[config.mk]
export PLATFORM = sky130hd
export DESIGN_NAME = timer_event_counter
export DESIGN_NICKNAME = d
export VERILOG_FILES = /design/src/design/timer_event_counter.v
export VERILOG_INCLUDE_DIRS = /design/src /design/src/design
export SDC_FILE = /design/constraint.sdc
export NUM_CORES = 1
export LEC_CHECK = 0
export BUFFER_PORTS_ARGS = -buffer_cell sky130_fd_sc_hd__buf_2
export CELL_PAD_IN_SITES_DETAIL_PLACEMENT = 1
export CELL_PAD_IN_SITES_GLOBAL_PLACEMENT = 1
export CORE_ASPECT_RATIO = 1.75
export CORE_MARGIN = 8
export CORE_UTILIZATION = 34
export DETAILED_ROUTE_END_ITERATION = 8
export MAX_ROUTING_LAYER = met4
export PLACE_DENSITY_LB_ADDON = 0.15
export RECOVER_POWER = 100
export SKIP_LAST_GASP = 1
export SYNTH_ARGS = -nofsm -noshare
export SYNTH_HDL_FRONTEND = slang
export SYNTH_SLANG_ARGS = --single-unit
[constraint.sdc]
create_clock -name clk -period 3.74 [get_ports clk]
set_clock_uncertainty 0.2 [all_clocks]
set_input_delay 0.374 -clock clk [delete_from_list [all_inputs] [get_ports clk]]
set_output_delay 0.374 -clock clk [all_outputs]
set_load 0.01 [all_outputs]
[src/design/timer_event_consts.vh]
// Purpose: Named constants for the event-counter timer channel
// Assumes: APB with 32-bit data, one register per aligned word
// Notes: Offsets are byte addresses
`ifndef TIMER_EVENT_CONSTS_VH
`define TIMER_EVENT_CONSTS_VH

// ----------------------------------------
// Register map
// ----------------------------------------
`define ADDR_COUNT 8'h00
`define ADDR_MODE 8'h04
`define ADDR_CTRL 8'h08
`define ADDR_STATUS 8'h0C

// ----------------------------------------
// Mode register fields
// ----------------------------------------
`define MODE_SEL_LO 0
`define MODE_SEL_HI 1
`define MODE_EVENT 2'h1
`define MODE_PULSE_EN 2
`define MODE_DIR_FROM_PIN 3
`define MODE_SW_UP 4
`define MODE_FREE_RUN 5
`define MODE_RISING_EDGE 6
`define MODE_TWO_PHASE 7
`define MODE_X4 8
`define MODE_SRC_LO 9
`define MODE_SRC_HI 10
`define MODE_WIDTH 11
`define MODE_RESET 11'h000

// ----------------------------------------
// Event sources and other fields
// ----------------------------------------
`define SRC_PIN 2'h0
`define SRC_PEER_B2 2'h1
`define SRC_SIBLING_A 2'h2
`define CTRL_START 0
`define STAT_PIN_LEVEL 0
`define STAT_DIR_UP 1
`define STAT_RUNNING 2
`define CNT_WIDTH 16
`define CNT_MAX 16'hFFFF
`define CNT_ZERO 16'h0000
`define CNT_ONE 16'h0001
`define CNT_RESET 16'h0000
`define RDATA_ZERO 32'h00000000

`endif

[src/design/timer_event_counter.v]
// Purpose: One 16-bit timer channel in event-counter mode, APB registers
// Assumes: Pin inputs are asynchronous; overflow inputs are clk-domain pulses
// Notes: CHANNEL selects pin presence and two-phase capability
//
// The implementer's own choices: the APB slave port and the register addresses.
`timescale 1ns/10ps
`default_nettype none
`include "timer_event_consts.vh"

// ----------------------------------------
// Two-flop synchroniser
// ----------------------------------------
module sync_two_flop (
	input wire clk, // System clock
	input wire sys_rst, // Async reset, active high
	input wire async_i, // Asynchronous level
	output wire sync_o // Synchronised level
);
	reg meta_q;
	reg sync_q;

	always @(posedge clk or posedge sys_rst) begin
		if (sys_rst) begin
			meta_q <= 1'b0;
			sync_q <= 1'b0;
		end else begin
			meta_q <= async_i;
			sync_q <= meta_q;
		end
	end

	// Only the second flop is read; the first may still be settling
	assign sync_o = sync_q;
endmodule

// ----------------------------------------
// Edge detector on a synchronised level
// ----------------------------------------
module edge_detect (
	input wire clk, // System clock
	input wire sys_rst, // Async reset, active high
	input wire level_i, // Synchronised level
	output wire rise_o, // Level went high
	output wire fall_o, // Level went low
	output wire prev_o // Level one cycle ago
);
	// Resets low, the idle level of the synchroniser, so no false edge
	reg prev_q;

	always @(posedge clk or posedge sys_rst) begin
		if (sys_rst) begin
			prev_q <= 1'b0;
		end else begin
			prev_q <= level_i;
		end
	end

	assign rise_o = level_i & ~prev_q;
	assign fall_o = ~level_i & prev_q;
	assign prev_o = prev_q;
endmodule

// ----------------------------------------
// Channel top
// ----------------------------------------
module timer_event_counter #(
	parameter CHANNEL = 3
) (
	input wire clk, // System clock, 10 MHz
	input wire sys_rst, // Async reset, active high
	input wire psel, // APB select
	input wire penable, // APB access phase
	input wire pwrite, // APB write
	input wire [7:0] paddr, // APB byte address
	input wire [31:0] pwdata, // APB write data
	output wire pready, // APB ready
	output reg [31:0] prdata, // APB read data
	output wire pslverr, // APB error on unmapped address
	input wire count_input_pin_i, // Count input pin level
	input wire auxiliary_timer_pin_i, // Auxiliary pin level
	output wire auxiliary_timer_pin_o, // Auxiliary pin drive level
	output wire auxiliary_timer_pin_oe, // Auxiliary pin drive enable
	input wire peer_b_timer_two_ovf, // Peer B2 overflow pulse
	input wire sibling_a_channel_ovf, // Sibling A overflow pulse
	output wire irq_req // Overflow/underflow request pulse
);
	localparam HAS_PINS = (CHANNEL != 1) && (CHANNEL != 2);
	localparam HAS_QUAD = (CHANNEL >= 2);
	localparam HAS_NORMAL = (CHANNEL == 2) || (CHANNEL == 3);
	localparam HAS_CHOICE = (CHANNEL == 3);

	reg [`CNT_WIDTH-1:0] count_q;
	reg [`CNT_WIDTH-1:0] count_d;
	reg [`CNT_WIDTH-1:0] reload_q;
	reg [`CNT_WIDTH-1:0] reload_d;
	reg [`MODE_WIDTH-1:0] mode_q;
	reg start_q;
	reg pulse_q;
	reg pulse_d;
	reg irq_q;
	reg irq_d;

	wire in_sync;
	wire aux_sync;
	wire in_lvl;
	wire aux_lvl;
	wire aux_prev;
	wire acc;
	wire wr;
	wire rd;
	wire mapped;
	wire two_phase;
	wire use_x4;
	wire running;
	wire dir_up_sw;
	wire in_rise;
	wire in_fall;
	wire aux_rise;
	wire aux_fall;
	wire [1:0] src;
	reg step;
	reg up;
	wire wrap;

	// ----------------------------------------
	// Pin synchronisation
	// ----------------------------------------
	// sync inputs
	sync_two_flop u_sync_in (
		.clk(clk),
		.sys_rst(sys_rst),
		.async_i(count_input_pin_i),
		.sync_o(in_sync)
	);

	sync_two_flop u_sync_aux (
		.clk(clk),
		.sys_rst(sys_rst),
		.async_i(auxiliary_timer_pin_i),
		.sync_o(aux_sync)
	);

	// Absent pins read low so no event leaks in
	assign in_lvl = HAS_PINS ? in_sync : 1'b0;
	assign aux_lvl = HAS_PINS ? aux_sync : 1'b0;

	edge_detect u_edge_in (
		.clk(clk),
		.sys_rst(sys_rst),
		.level_i(in_lvl),
		.rise_o(in_rise),
		.fall_o(in_fall),
		.prev_o()
	);

	edge_detect u_edge_aux (
		.clk(clk),
		.sys_rst(sys_rst),
		.level_i(aux_lvl),
		.rise_o(aux_rise),
		.fall_o(aux_fall),
		.prev_o(aux_prev)
	);

	// ----------------------------------------
	// Mode decode
	// ----------------------------------------
	// event mode pattern, start flag
	assign running = start_q &&
		(mode_q[`MODE_SEL_HI:`MODE_SEL_LO] == `MODE_EVENT);
	assign two_phase = HAS_QUAD && mode_q[`MODE_TWO_PHASE];
	assign use_x4 = HAS_CHOICE ? mode_q[`MODE_X4] : !HAS_NORMAL;
	assign src = mode_q[`MODE_SRC_HI:`MODE_SRC_LO];
	assign dir_up_sw = mode_q[`MODE_DIR_FROM_PIN] ? aux_lvl : mode_q[`MODE_SW_UP];

	// ----------------------------------------
	// Event and direction selection
	// ----------------------------------------
	always @* begin
		step = 1'b0;
		up = dir_up_sw;
		if (two_phase) begin
			if (use_x4) begin
				// all edges, phase gives direction
				// Both pins moving in one sample is ambiguous and dropped
				step = (in_rise | in_fall) ^ (aux_rise | aux_fall);
				up = ~(in_lvl ^ aux_prev);
			end else begin
				step = aux_lvl & (in_rise | in_fall);
				up = in_rise;
			end
		end else begin
			case (src)
				`SRC_PIN: begin
					step = mode_q[`MODE_RISING_EDGE] ? in_rise : in_fall;
				end
				`SRC_PEER_B2: begin
					step = peer_b_timer_two_ovf;
				end
				`SRC_SIBLING_A: begin
					step = sibling_a_channel_ovf;
				end
				default: begin
					step = 1'b0;
				end
			endcase
		end
	end

	// ----------------------------------------
	// APB access
	// ----------------------------------------
	// Zero wait states: every access completes in its first access cycle
	assign pready = 1'b1;
	assign acc = psel & penable;
	assign wr = acc & pwrite;
	assign rd = acc & ~pwrite;
	assign mapped = (paddr == `ADDR_COUNT) || (paddr == `ADDR_MODE) ||
		(paddr == `ADDR_CTRL) || (paddr == `ADDR_STATUS);
	assign pslverr = acc & ~mapped;

	// ----------------------------------------
	// Counter, reload, pulse output
	// ----------------------------------------
	// Judged on the old count, so reload and request share one edge
	// limit reached on this step
	assign wrap = running & step & (up ? (count_q == `CNT_MAX) : (count_q == `CNT_ZERO));

	always @* begin
		count_d = count_q;
		reload_d = reload_q;
		pulse_d = pulse_q;
		irq_d = 1'b0;
		if (running && step) begin
			if (wrap && !mode_q[`MODE_FREE_RUN]) begin
				count_d = reload_q;
			end else if (up) begin
				count_d = count_q + `CNT_ONE;
			end else begin
				count_d = count_q - `CNT_ONE;
			end
		end
		if (wrap) begin
			irq_d = 1'b1;
			if (mode_q[`MODE_PULSE_EN]) begin
				pulse_d = ~pulse_q;
			end
		end
		// A running write leaves the counter to the counting step
		if (wr && paddr == `ADDR_COUNT) begin
			reload_d = pwdata[`CNT_WIDTH-1:0];
			if (!running) begin
				count_d = pwdata[`CNT_WIDTH-1:0];
			end
		end
	end

	always @(posedge clk or posedge sys_rst) begin
		if (sys_rst) begin
			count_q <= `CNT_RESET;
			reload_q <= `CNT_RESET;
			pulse_q <= 1'b0;
			irq_q <= 1'b0;
		end else begin
			count_q <= count_d;
			reload_q <= reload_d;
			pulse_q <= pulse_d;
			irq_q <= irq_d;
		end
	end

	always @(posedge clk or posedge sys_rst) begin
		if (sys_rst) begin
			mode_q <= `MODE_RESET;
			start_q <= 1'b0;
		end else begin
			// Mode writes act at once, even while counting
			if (wr && paddr == `ADDR_MODE) begin
				mode_q <= pwdata[`MODE_WIDTH-1:0];
			end
			if (wr && paddr == `ADDR_CTRL) begin
				start_q <= pwdata[`CTRL_START];
			end
		end
	end

	assign irq_req = irq_q;

	// ----------------------------------------
	// Pin ownership
	// ----------------------------------------
	// auxiliary pin drives only as pulse output
	assign auxiliary_timer_pin_oe = HAS_PINS && mode_q[`MODE_PULSE_EN] &&
		!mode_q[`MODE_DIR_FROM_PIN] && !two_phase;
	assign auxiliary_timer_pin_o = pulse_q;

	// ----------------------------------------
	// Read data
	// ----------------------------------------
	// Captured in setup so data stands through the access phase
	always @(posedge clk or posedge sys_rst) begin
		if (sys_rst) begin
			prdata <= `RDATA_ZERO;
		end else if (psel && !penable && !pwrite) begin
			prdata <= `RDATA_ZERO;
			case (paddr)
				`ADDR_COUNT: begin
					prdata[`CNT_WIDTH-1:0] <= count_q;
				end
				`ADDR_MODE: begin
					prdata[`MODE_WIDTH-1:0] <= mode_q;
				end
				`ADDR_CTRL: begin
					prdata[`CTRL_START] <= start_q;
				end
				`ADDR_STATUS: begin
					prdata[`STAT_PIN_LEVEL] <= pulse_q;
					prdata[`STAT_DIR_UP] <= up;
					prdata[`STAT_RUNNING] <= running;
				end
				default: begin
					prdata <= `RDATA_ZERO;
				end
			endcase
		end
	end
endmodule
`default_nettype wire

==> results of run 1 <==
## sequential cells by signal (all words and copies together) (netlist names)
signal,count
u_edge_aux.prev_o,1
u_edge_in.prev_o,1
u_sync_aux.meta_q,1
irq_req,1
auxiliary_timer_pin_o,1
start_q,1
u_sync_aux.sync_o,1
prdata,16
u_sync_in.meta_q,1
count_q,16
reload_q,16
mode_q,11
u_sync_in.sync_o,1
## kinds of logic (layout without fill, tap and decap cells)
logic type | after synthesis | in the layout | share of synthesized area (%)
other cells | 2 | 17 | 0.1650
flops | 68 | 68 | 37.39
compound gates | 135 | 135 | 21.64
fa+ha+maj | 4 | 4 | 1.100
mux | 39 | 39 | 9.403
buf+inv | 70 | 116 | 7.369
simple gates | 194 | 194 | 20.46
xor+xnor | 12 | 12 | 2.475
## synthesized netlist by cell type (all sizes together) (5+ instances only)
cell type / count / area share (%)
a21oi: 21 / 2.4
a221oi: 15 / 3.4
a31oi: 11 / 1.5
and2: 5 / 0.69
and3: 6 / 0.82
buf: 23 / 3.5
clkbuf: 35 / 2.9
dfrtp: 68 / 37
inv: 12 / 0.99
mux2: 30 / 7.4
mux2i: 9 / 2.0
nand2: 59 / 4.9
nand3: 23 / 2.5
nor2: 52 / 4.3
nor3: 10 / 1.1
o21a: 5 / 0.82
o21ai: 22 / 2.4
o221ai: 5 / 1.1
o22ai: 12 / 1.6
o31ai: 5 / 0.82
or3: 6 / 0.82
xnor2: 11 / 2.1
## power breakdown
part	switching (mW)	total (mW)	internal [mW]
sequential	0.0189	0.779	0.760
combinational	0.127	0.198	0.0712
clock	0.345	0.931	0.587
## routing by layer
| metal | track usage (%) | wire length [um] | vias up |
|---|---|---|---|
| met2 | 35.15 | 8737 | 111 |
| met5 | - | 0 | - |
| met1 | 21.15 | 6128 | 2130 |
| met3 | 3.332 | 695 | 29 |
| li1 | - | - | 1999 |
| met4 | 9.373 | 654 | 0 |
## stage by stage
| stage | hold WS (ns) | util (%) | area [um^2] | instances | total power, mW |
|---|---|---|---|---|---|
| 2_1_floorplan | 0.1312 | - | 4607 | 539 | 0.9229 |
| 3_3_place_gp | 0.1383 | 38.08 | 5042 | 740 | 0.9901 |
| 3_5_place_dp | 0.1389 | 38.08 | 5042 | 740 | 0.9958 |
| 4_1_cts | 0.06320 | 40.74 | 5395 | 759 | 1.936 |
| 5_1_grt | 0.07600 | 40.16 | 5318 | 759 | 1.990 |
| 6_report | 0.06267 | 40.16 | 5318 | 759 | 1.908 |
## path summary, 6_finish.rpt
path,start,to,slack (ns),cells past startpoint
max,u_sync_in.sync_o,count_q[4],0.28,11
min,pwdata[3],count_q[3],0.06,2
max reg2reg,u_sync_in.sync_o,count_q[4],0.28,11
min reg2reg,u_sync_in.meta_q,u_sync_in.sync_o,0.15,0
max in group asynchronous,sys_rst,u_sync_in.sync_o,1.05,4
min in group asynchronous,sys_rst,count_q[1],0.75,3
## layout make-up
type / instances / area (um^2) / share of cell area (%)
Clock buffer: 9 / 225.2 / 4.235
Clock inverter: 7 / 97.59 / 1.835
Inverter: 12 / 45.04 / 0.8471
Multi-Input combinational cell: 401 / 2557 / 48.09
Sequential cell: 68 / 1702 / 32.00
Tap cell: 174 / 217.7 / 4.094
Timing Repair Buffer: 88 / 473.0 / 8.894
## worst max-delay path: cells and delay by family, from the launching register on
family          cells  cell delay [ns]
simple gates        2             0.72
buf+inv             3             0.77
xor+xnor            1             0.15
flops               1             0.50
compound gates      4             0.71
fa+ha+maj           1             0.33
## what timing repair did
action	4_1_cts	5_1_grt
hold buffers	3	0
resized for setup	0	0
hold endpoints to repair	35	0
==> results.yml, run 1 <==
status:
  outcome: "finished clean"
setup_path:
  cp_max_fo: 9
  cp.required_ns: 3.81
  worstSetupPathType: "reg -> reg"
  crit_path_top_delay_cell: "and2_0"
  endpoint_kind: "flop"
  crit_chain: "inv_1 -> ha_1 -> xnor2_1 -> and2_0 -> o31ai_1 -> clkbuf_1 -> and2_0 -> clkbuf_1 -> o21ai_0 -> o2bb2ai_1 -> o21ai_0"
  max_stage_delay_ns: 0.57
  startpoint_type: "flop"
  arrival_ns: 3.53
clock_network:
  htree_levels: 3
  cts-root-buf: "clkbuf_16"
  cts.path.max_buffers: 2
  cts.sinks: 68
  tritoncts: "done"
  postCtsSetupBuffers: 0
  cts_inserted_buffers: 9
  insertion_delay_ns: 0.35
  path_clk_slew_ns: 0.06
grt:
  first_global_vias: 4585
  grt_pass1_wl_um: 25570
  antenna_found_initial: 0
  grt_max_degree: 36
  grt.total_usage_pct: 20.11
  overflow: 0
min_path:
  hold_path.class: "in -> reg"
power:
  p_leak_nw: 2.285
  max-vdd-ir-drop_mv: 0.1819
  power_density_mw_per_mm2: 358.9
final_layout:
  num_antenna_cells: 0
  most-common-layout-cells: "68 x dfrtp_1, 59 x nand2_1, 52 x nor2_1"
  nets: 633
  mostFrequentLayoutCell: "dfrtp_1"
  drive_above_1_share_pct: 18.80
  fillerInstances: 1590
  area_growth_pct: 16.85
placement:
  gp_congestion: 0.9006
  dp_slack_ns: 0.4456
  numPortBuffers: 52
  dp_hpwl_um: 12780
sta:
  final_min_period_over_clock_period_pct: 92.48
  tightest_slew_ns: 1.355
  hold_viol: 0
  tns_ns: 0
  slew_viol_final: 0
  slew-limit-headroom_pct: 9.557
  setup_viol: 0
  fmax_ghz: 0.2891
  rsz0062_at_grt: "false"
  period_needed_ns: 3.459
  timing.final.ws_setup_ns: 0.2812
route:
  drt_pass1_iterations: 4
  drtAntennaViolNets: 0
  wl_um: 16220
  dr_total_vias: 4269
  wl_per_cell_um: 21.36
  vias_per_cell: 5.625
  drc: 0
  drt_iter0_drc: 164
logic_synthesis:
  ys.flop_type: "dfrtp_1"
  synth_edf_count: 0
  syn_avg_cell_area_um2: 8.684
  synth_cells: 524
  ys_seq_elements: 68
  synth_cell_types: 69
  syn-cell-area_mm2: 0.004551
  async_reset_ff_share_pct: 100.0
  ys_seq_area_share_pct: 37.39
  yosysWarnings: 0
die:
  ios: 86
  die_h_um: 169.0
  die-area_mm2: 0.01749
  core_mm2: 0.01324
  start_util_pct: 34.36
  row_count: 56
  die_w_um: 103.5
flow_run:
  cap_violations: 0
No activity file was read; power rests on OpenSTA's default activity.
==> inputs of run 2 (changes only) <==
Settings changed: ABC_AREA set to 1, CORE_ASPECT_RATIO 1.75 to 0.9.
==> results.yml, run 2 <==
clock_network:
  cts.sinks: 68
  cts-root-buf: "clkbuf_16"
  cts_resized: 0
  tritoncts: "done"
  path_clk_slew_ns: 0.06
  htree_levels: 3
  cts_inserted_buffers: 9
  cts.path.max_buffers: 2
  insertion_delay_ns: 0.35
setup_path:
  timing.rr.end: "count_q[8]"
  endpoint_kind: "flop"
  crit_chain: "ha_1 -> or2_2 -> nand3_4 -> nand2_2 -> nand2_1 -> nand2_1 -> ha_1 -> inv_1 -> nand2_1 -> nand3_1 -> nand2_1 -> nand2_1 -> nand2_1 -> xor2_1 -> nand2_1 -> nand2_1 -> a21oi_1"
  cp_max_fo: 16
  max_stage_delay_ns: 0.44
  reg2reg_depth: 17
  reg2reg_from: "u_sync_in.sync_o"
  startpoint_type: "flop"
  rrSetupSlack_ns: 0.50
  cp_common_cell: "nand2_1"
  setup.worst_path.end: "count_q[8]"
  worstSetupPathType: "reg -> reg"
  crit_path_top_delay_cell: "dfrtp_1"
  cp.required_ns: 3.77
  worstSetupStartpoint: "u_sync_in.sync_o"
  arrival_ns: 3.27
final_layout:
  top_regs: "count_q x16, prdata x16, reload_q x16"
  most-common-layout-cells: "205 x nand2_1, 68 x dfrtp_1, 66 x inv_1"
  drive_above_1_share_pct: 12.25
  final_cell_area_mm2: 0.005155
  mostFrequentLayoutCell: "nand2_1"
  nets: 750
  num_antenna_cells: 0
  area_growth_pct: 12.57
sta:
  rsz0062_at_grt: "false"
  setup_viol: 0
  slew_viol_final: 70
  tns_ns: 0
  fmax_ghz: 0.3091
  tightest_slew_ns: 1.971
  slew-limit-headroom_pct: -31.40
  final_min_period_over_clock_period_pct: 86.50
  period_needed_ns: 3.235
  hold_viol: 0
die:
  die_h_um: 126.1
  die_w_um: 138.3
  die-area_mm2: 0.01744
  start_util_pct: 34.53
  core_mm2: 0.01326
  ios: 86
  row_count: 40
route:
  dr_total_vias: 4509
  drtAntennaViolNets: 0
  vias_per_cell: 5.183
  drt_pass1_iterations: 4
  drc: 0
  wl_per_cell_um: 18.36
  drt_iter0_drc: 255
  wl_um: 15970
grt:
  overflow: 0
  antenna_found_initial: 0
  grt.total_usage_pct: 19.18
  grt_max_degree: 35
  grt_pass1_wl_um: 25810
  first_global_vias: 4740
power:
  power_density_mw_per_mm2: 581.7
  clkPwrFrac_pct: 29.0
  power.net_switching_mw: 1.303
  p_leak_nw: 2.633
  comb_power_share_pct: 37.7
  internal_power_mw: 1.696
  power_frac_seq_pct: 33.3
  switching_share_pct: 43.44
  max-vdd-ir-drop_mv: 0.3385
logic_synthesis:
  ys_seq_area_share_pct: 37.16
  ys.flop_type: "dfrtp_1"
  syn-cell-area_mm2: 0.004579
  syn_avg_cell_area_um2: 7.078
  synth_edf_count: 0
  synthTopCellsByCount: "205 x nand2_1, 68 x dfrtp_1, 66 x inv_1"
  yosysWarnings: 0
  ys_top_cells_by_area: "dfrtp_1 37%, nand2_1 17%, inv_1 5.4%, nand3_1 5.4%, a21oi_1 5.2%"
  synth_largest_area_cell: "dfrtp_1"
  ys_seq_elements: 68
  yosysMostFrequentCell: "nand2_1"
  synth_top_area_share_pct: 37.16
  async_reset_ff_share_pct: 100.0
  synth_cell_types: 44
  synth_cells: 647
min_path:
  min_from: "pwdata[11]"
  hold_path.class: "in -> reg"
status:
  outcome: "complete, but fails checks"
  violations: "capacitance limit, slew limit"
placement:
  postPlaceCellArea_mm2: 0.004901
  dp_hpwl_um: 12130
  gp_congestion: 0.9068
  numPortBuffers: 52
flow_run:
  cap_violations: 2
## run 2: cell types whose count changed after synthesis, moves of 24 or more
| cell | delta |
|---|---|
| a21oi_1 | +28 |
| nand3_1 | +26 |
| mux2_2 | -30 |
| inv_1 | +54 |
| nand2_1 | +146 |
| clkbuf_1 | -24 |
## run 2: power groups by stage
stage / combinational (mW) / sequential, mW / clock (mW)
final: 1.13 / 0.998 / 0.870
after global routing: 1.26 / 1.01 / 0.924
after CTS: 1.13 / 0.989 / 0.891
after detailed placement: 1.12 / 1.00 / 0
after global placement: 1.10 / 0.996 / 0
after floorplan: 0.814 / 0.932 / 0
## run 2: stage by stage
step	worst slack, ns	cells	hold slack (ns)	util (%)	total power [mW]
3_3_place_gp	0.7047	851	0.1323	36.95	2.096
6_report	0.5049	870	0.05475	38.87	2.999
5_1_grt	0.2451	870	0.05170	38.87	3.198
4_1_cts	0.6763	870	0.04422	39.39	3.007
2_1_floorplan	1.223	662	0.1312	-	1.746
3_5_place_dp	0.6393	851	0.1370	36.95	2.118
## run 2: repair_timing
action | 4_1_cts | 5_1_grt
hold endpoints to repair | 70 | 0
buffers inserted | 0 | 0
hold buffers | 3 | 0
## run 2: cell type report
class | count | area [um^2]
Clock buffer | 10 | 229.0
Fill cell | 1701 | 8108
Inverter | 73 | 276.5
Tap cell | 168 | 210.2
Sequential cell | 68 | 1702
Multi-Input combinational cell | 486 | 2390
Clock inverter | 6 | 63.81
Timing Repair Buffer | 59 | 284.0
## run 2: logic make-up after synthesis
logic type	Yosys count	share of synthesized area, %
XOR/XNOR	8	1.530
buffers and inverters	108	11.17
AO/OA/AOI/OAI	106	13.50
AND/OR/NAND/NOR	351	35.38
adder cells (fa/ha/maj)	4	1.093
flip-flops	68	37.16
other	2	0.1640
## run 2: worst max-delay path, delay by kind of cell (launching register included)
family          cells  cell delay, ns
buf+inv             1            0.05
compound gates      1            0.05
fa+ha+maj           2            0.41
xor+xnor            1            0.26
simple gates       12            1.71
flops               1            0.44
## run 2: routing by layer
layer / vias up / track usage, % / share of wire (%)
met5: - / - / 0
met4: 0 / 5.428 / 1.3
met3: 12 / 4.884 / 5.0
met2: 106 / 28.72 / 44
met1: 2205 / 25.10 / 50
li1: 2186 / - / -
## run 2: how the worst min path moves through the flow
stage                        endpoint  slack (ns)  cells past startpoint
finish                   reload_q[11]        0.05                      3
global placement     u_sync_in.sync_o        0.13                      0
global route             reload_q[12]        0.05                      3
detailed placement  u_sync_aux.sync_o        0.14                      0
floorplan           u_sync_aux.sync_o        0.13                      0
CTS                      reload_q[11]        0.04                      3
==> inputs of run 3 (changes only) <==
Settings changed: SYNTH_HIERARCHICAL set to 1.
Clock period 3.74 ns to 2.8 ns, I/O delays scaled along.
==> results.yml, run 3 <==
final_layout:
  multi_input_area_mm2: 0.002178
  mostFrequentLayoutCell: "nand2_1"
  fillerInstances: 1640
  most-common-layout-cells: "130 x nand2_1, 76 x inv_1, 68 x dfrtp_1"
  area_growth_pct: 17.32
  seq_area_mm2: 0.001702
  num_antenna_cells: 0
  stdcell_count: 834
  top_regs: "count_q x16, prdata x16, reload_q x16"
  nets: 716
  drive_above_1_share_pct: 16.42
logic_synthesis:
  synth_cell_types: 43
  synth_top_area_share_pct: 38.49
  synth_cells: 598
  yosysMostFrequentCell: "nand2_1"
  yosysWarnings: 6
  syn_avg_cell_area_um2: 7.392
  ys_seq_area_share_pct: 38.49
  ys_seq_elements: 68
  ys.flop_type: "dfrtp_1"
  synth_edf_count: 0
  syn-cell-area_mm2: 0.004420
  synth_largest_area_cell: "dfrtp_1"
  synthTopCellsByCount: "129 x nand2_1, 77 x inv_1, 68 x dfrtp_1"
  ys_top_cells_by_area: "dfrtp_1 38%, nand2_1 11%, inv_1 6.5%, nand3_1 5.0%, a21oi_1 4.9%"
  async_reset_ff_share_pct: 100.0
setup_path:
  reg2reg_depth: 15
  cp_max_fo: 5
  cp_num_cells: 15
  worstSetupPathType: "reg -> reg"
  critical_path.top_delay_family: "simple AND/OR/NAND/NOR gates"
  startpoint_type: "flop"
  crit_path_top_delay_cell: "dfrtp_1"
  endpoint_kind: "flop"
  arrival_ns: 2.59
  cp.required_ns: 2.82
  max_stage_delay_ns: 0.40
  rrSetupSlack_ns: 0.23
  critical_path_buf_inv_count: 2
  crit_chain: "inv_1 -> nor2_2 -> a21oi_4 -> nand2_4 -> nand2_8 -> xor2_1 -> inv_1 -> ha_1 -> o21bai_1 -> nand2_1 -> nand2_1 -> xor2_1 -> nand2_1 -> o211ai_1 -> a21oi_1"
  cp_common_cell: "nand2_1"
sta:
  hold_viol: 0
  whs_ns: 0.003455
  slew_viol_final: 0
  tns_ns: 0
  period_needed_ns: 2.571
  rsz0062_at_grt: "false"
  fmax_ghz: 0.3889
  tightest_slew_ns: 0.9460
  final_min_period_over_clock_period_pct: 91.84
  slew-limit-headroom_pct: 36.94
  setup_viol: 0
route:
  drt_pass1_iterations: 4
  drtAntennaViolNets: 0
  drt_iter0_drc: 239
  dr_total_vias: 4200
  wl_um: 14600
  wl_per_cell_um: 17.51
  vias_per_cell: 5.036
  drc: 0
die:
  die-area_mm2: 0.01691
  start_util_pct: 34.84
  ios: 86
  core_mm2: 0.01269
  die_w_um: 136.2
  row_count: 39
  die_h_um: 124.2
clock_network:
  cts.path.max_buffers: 2
  cts_inserted_buffers: 9
  cts-root-buf: "clkbuf_16"
  tritoncts: "done"
  insertion_delay_ns: 0.34
  htree_levels: 3
  path_clk_slew_ns: 0.06
  cts.sinks: 68
status:
  outcome: "finished clean"
power:
  max-vdd-ir-drop_mv: 0.2913
  p_leak_nw: 2.594
  finalPower_mw: 2.812
  power_density_mw_per_mm2: 542.2
grt:
  overflow: 0
  first_global_vias: 4337
  grt_max_degree: 26
  grt_pass1_wl_um: 23430
  antenna_found_initial: 0
  grt.total_usage_pct: 18.49
min_path:
  hold_path.class: "in -> reg"
  hold_depth: 3
placement:
  numPortBuffers: 52
  gp_congestion: 0.8783
  dp_hpwl_um: 11340
  dp.cells: 805
flow_run:
  cap_violations: 0
## run 3: metrics by stage
| stage | util, % | setup WS, ns | area (um^2) |
|---|---|---|---|
| after detailed placement | 38.11 | 0.1938 | 4835 |
| final | 40.88 | 0.2286 | 5186 |
| after global routing | 40.88 | 0.02098 | 5186 |
| after floorplan | - | 0.2434 | 4477 |
| after CTS | 41.21 | 0.1722 | 5229 |
| after global placement | 38.11 | 0.2461 | 4835 |
## run 3: logic make-up (layout without fill, tap and decap cells)
family	Yosys count	in the layout	share of synthesized area, %
xor gates and xnor gates	9	9	1.783
buffers and inverters	127	184	13.05
muxes	9	9	2.293
DFF	68	68	38.49
and+or+nand+nor	265	265	27.46
AOI/OAI and AO/OA	117	117	16.47
adders and majority gates	1	1	0.2830
other	2	17	0.1699
## run 3: power breakdown
group / switching [mW] / internal (mW)
clock: 0.430 / 0.684
sequential: 0.0764 / 1.03
combinational: 0.385 / 0.211
total: 0.891 / 1.92
## run 3: worst paths after layout
path                               endpoint             start
max in group asynchronous         prdata[4]           sys_rst
hold / removal                  reload_q[6]         pwdata[6]
hold reg to reg            u_sync_in/sync_o  u_sync_in/meta_q
min in group asynchronous  u_edge_in/prev_o           sys_rst
setup / recovery                 count_q[4]  u_sync_in/sync_o
setup reg to reg                 count_q[4]  u_sync_in/sync_o
## run 3: cell type report
type | instances | area share (%)
multi-input cells | 418 | 42.00
flip-flops and latches | 68 | 32.81
repair buffers | 88 | 9.819
inverters | 81 | 5.935
clock buffers | 11 | 4.487
well taps | 164 | 3.957
clock inverters | 4 | 0.9891
## run 3: repair_timing
action / 4_1_cts / 5_1_grt
hold buffers: 11 / 0
endpoints found under the hold margin: 35 / 0
gates resized for setup: 0 / 2
buffers inserted: 0 / 3
setup endpoints to repair: 0 / 9
## run 3: layer usage
| metal | up-vias | track usage (%) | share of wire, % |
|---|---|---|---|
| met3 | 13 | 4.234 | 6.3 |
| met2 | 91 | 27.04 | 43 |
| met5 | - | - | 0 |
| met1 | 2026 | 25.17 | 49 |
| met4 | 0 | 5.003 | 1.4 |
| li1 | 2070 | - | - |
## run 3: worst reg2reg max path, delay by kind of cell, from the launching register on
kind	cells	cell delay, ns
compound gates	4	0.49
xor+xnor	2	0.41
fa+ha+maj	1	0.16
buf+inv	2	0.13
flops	1	0.40
simple gates	6	0.66
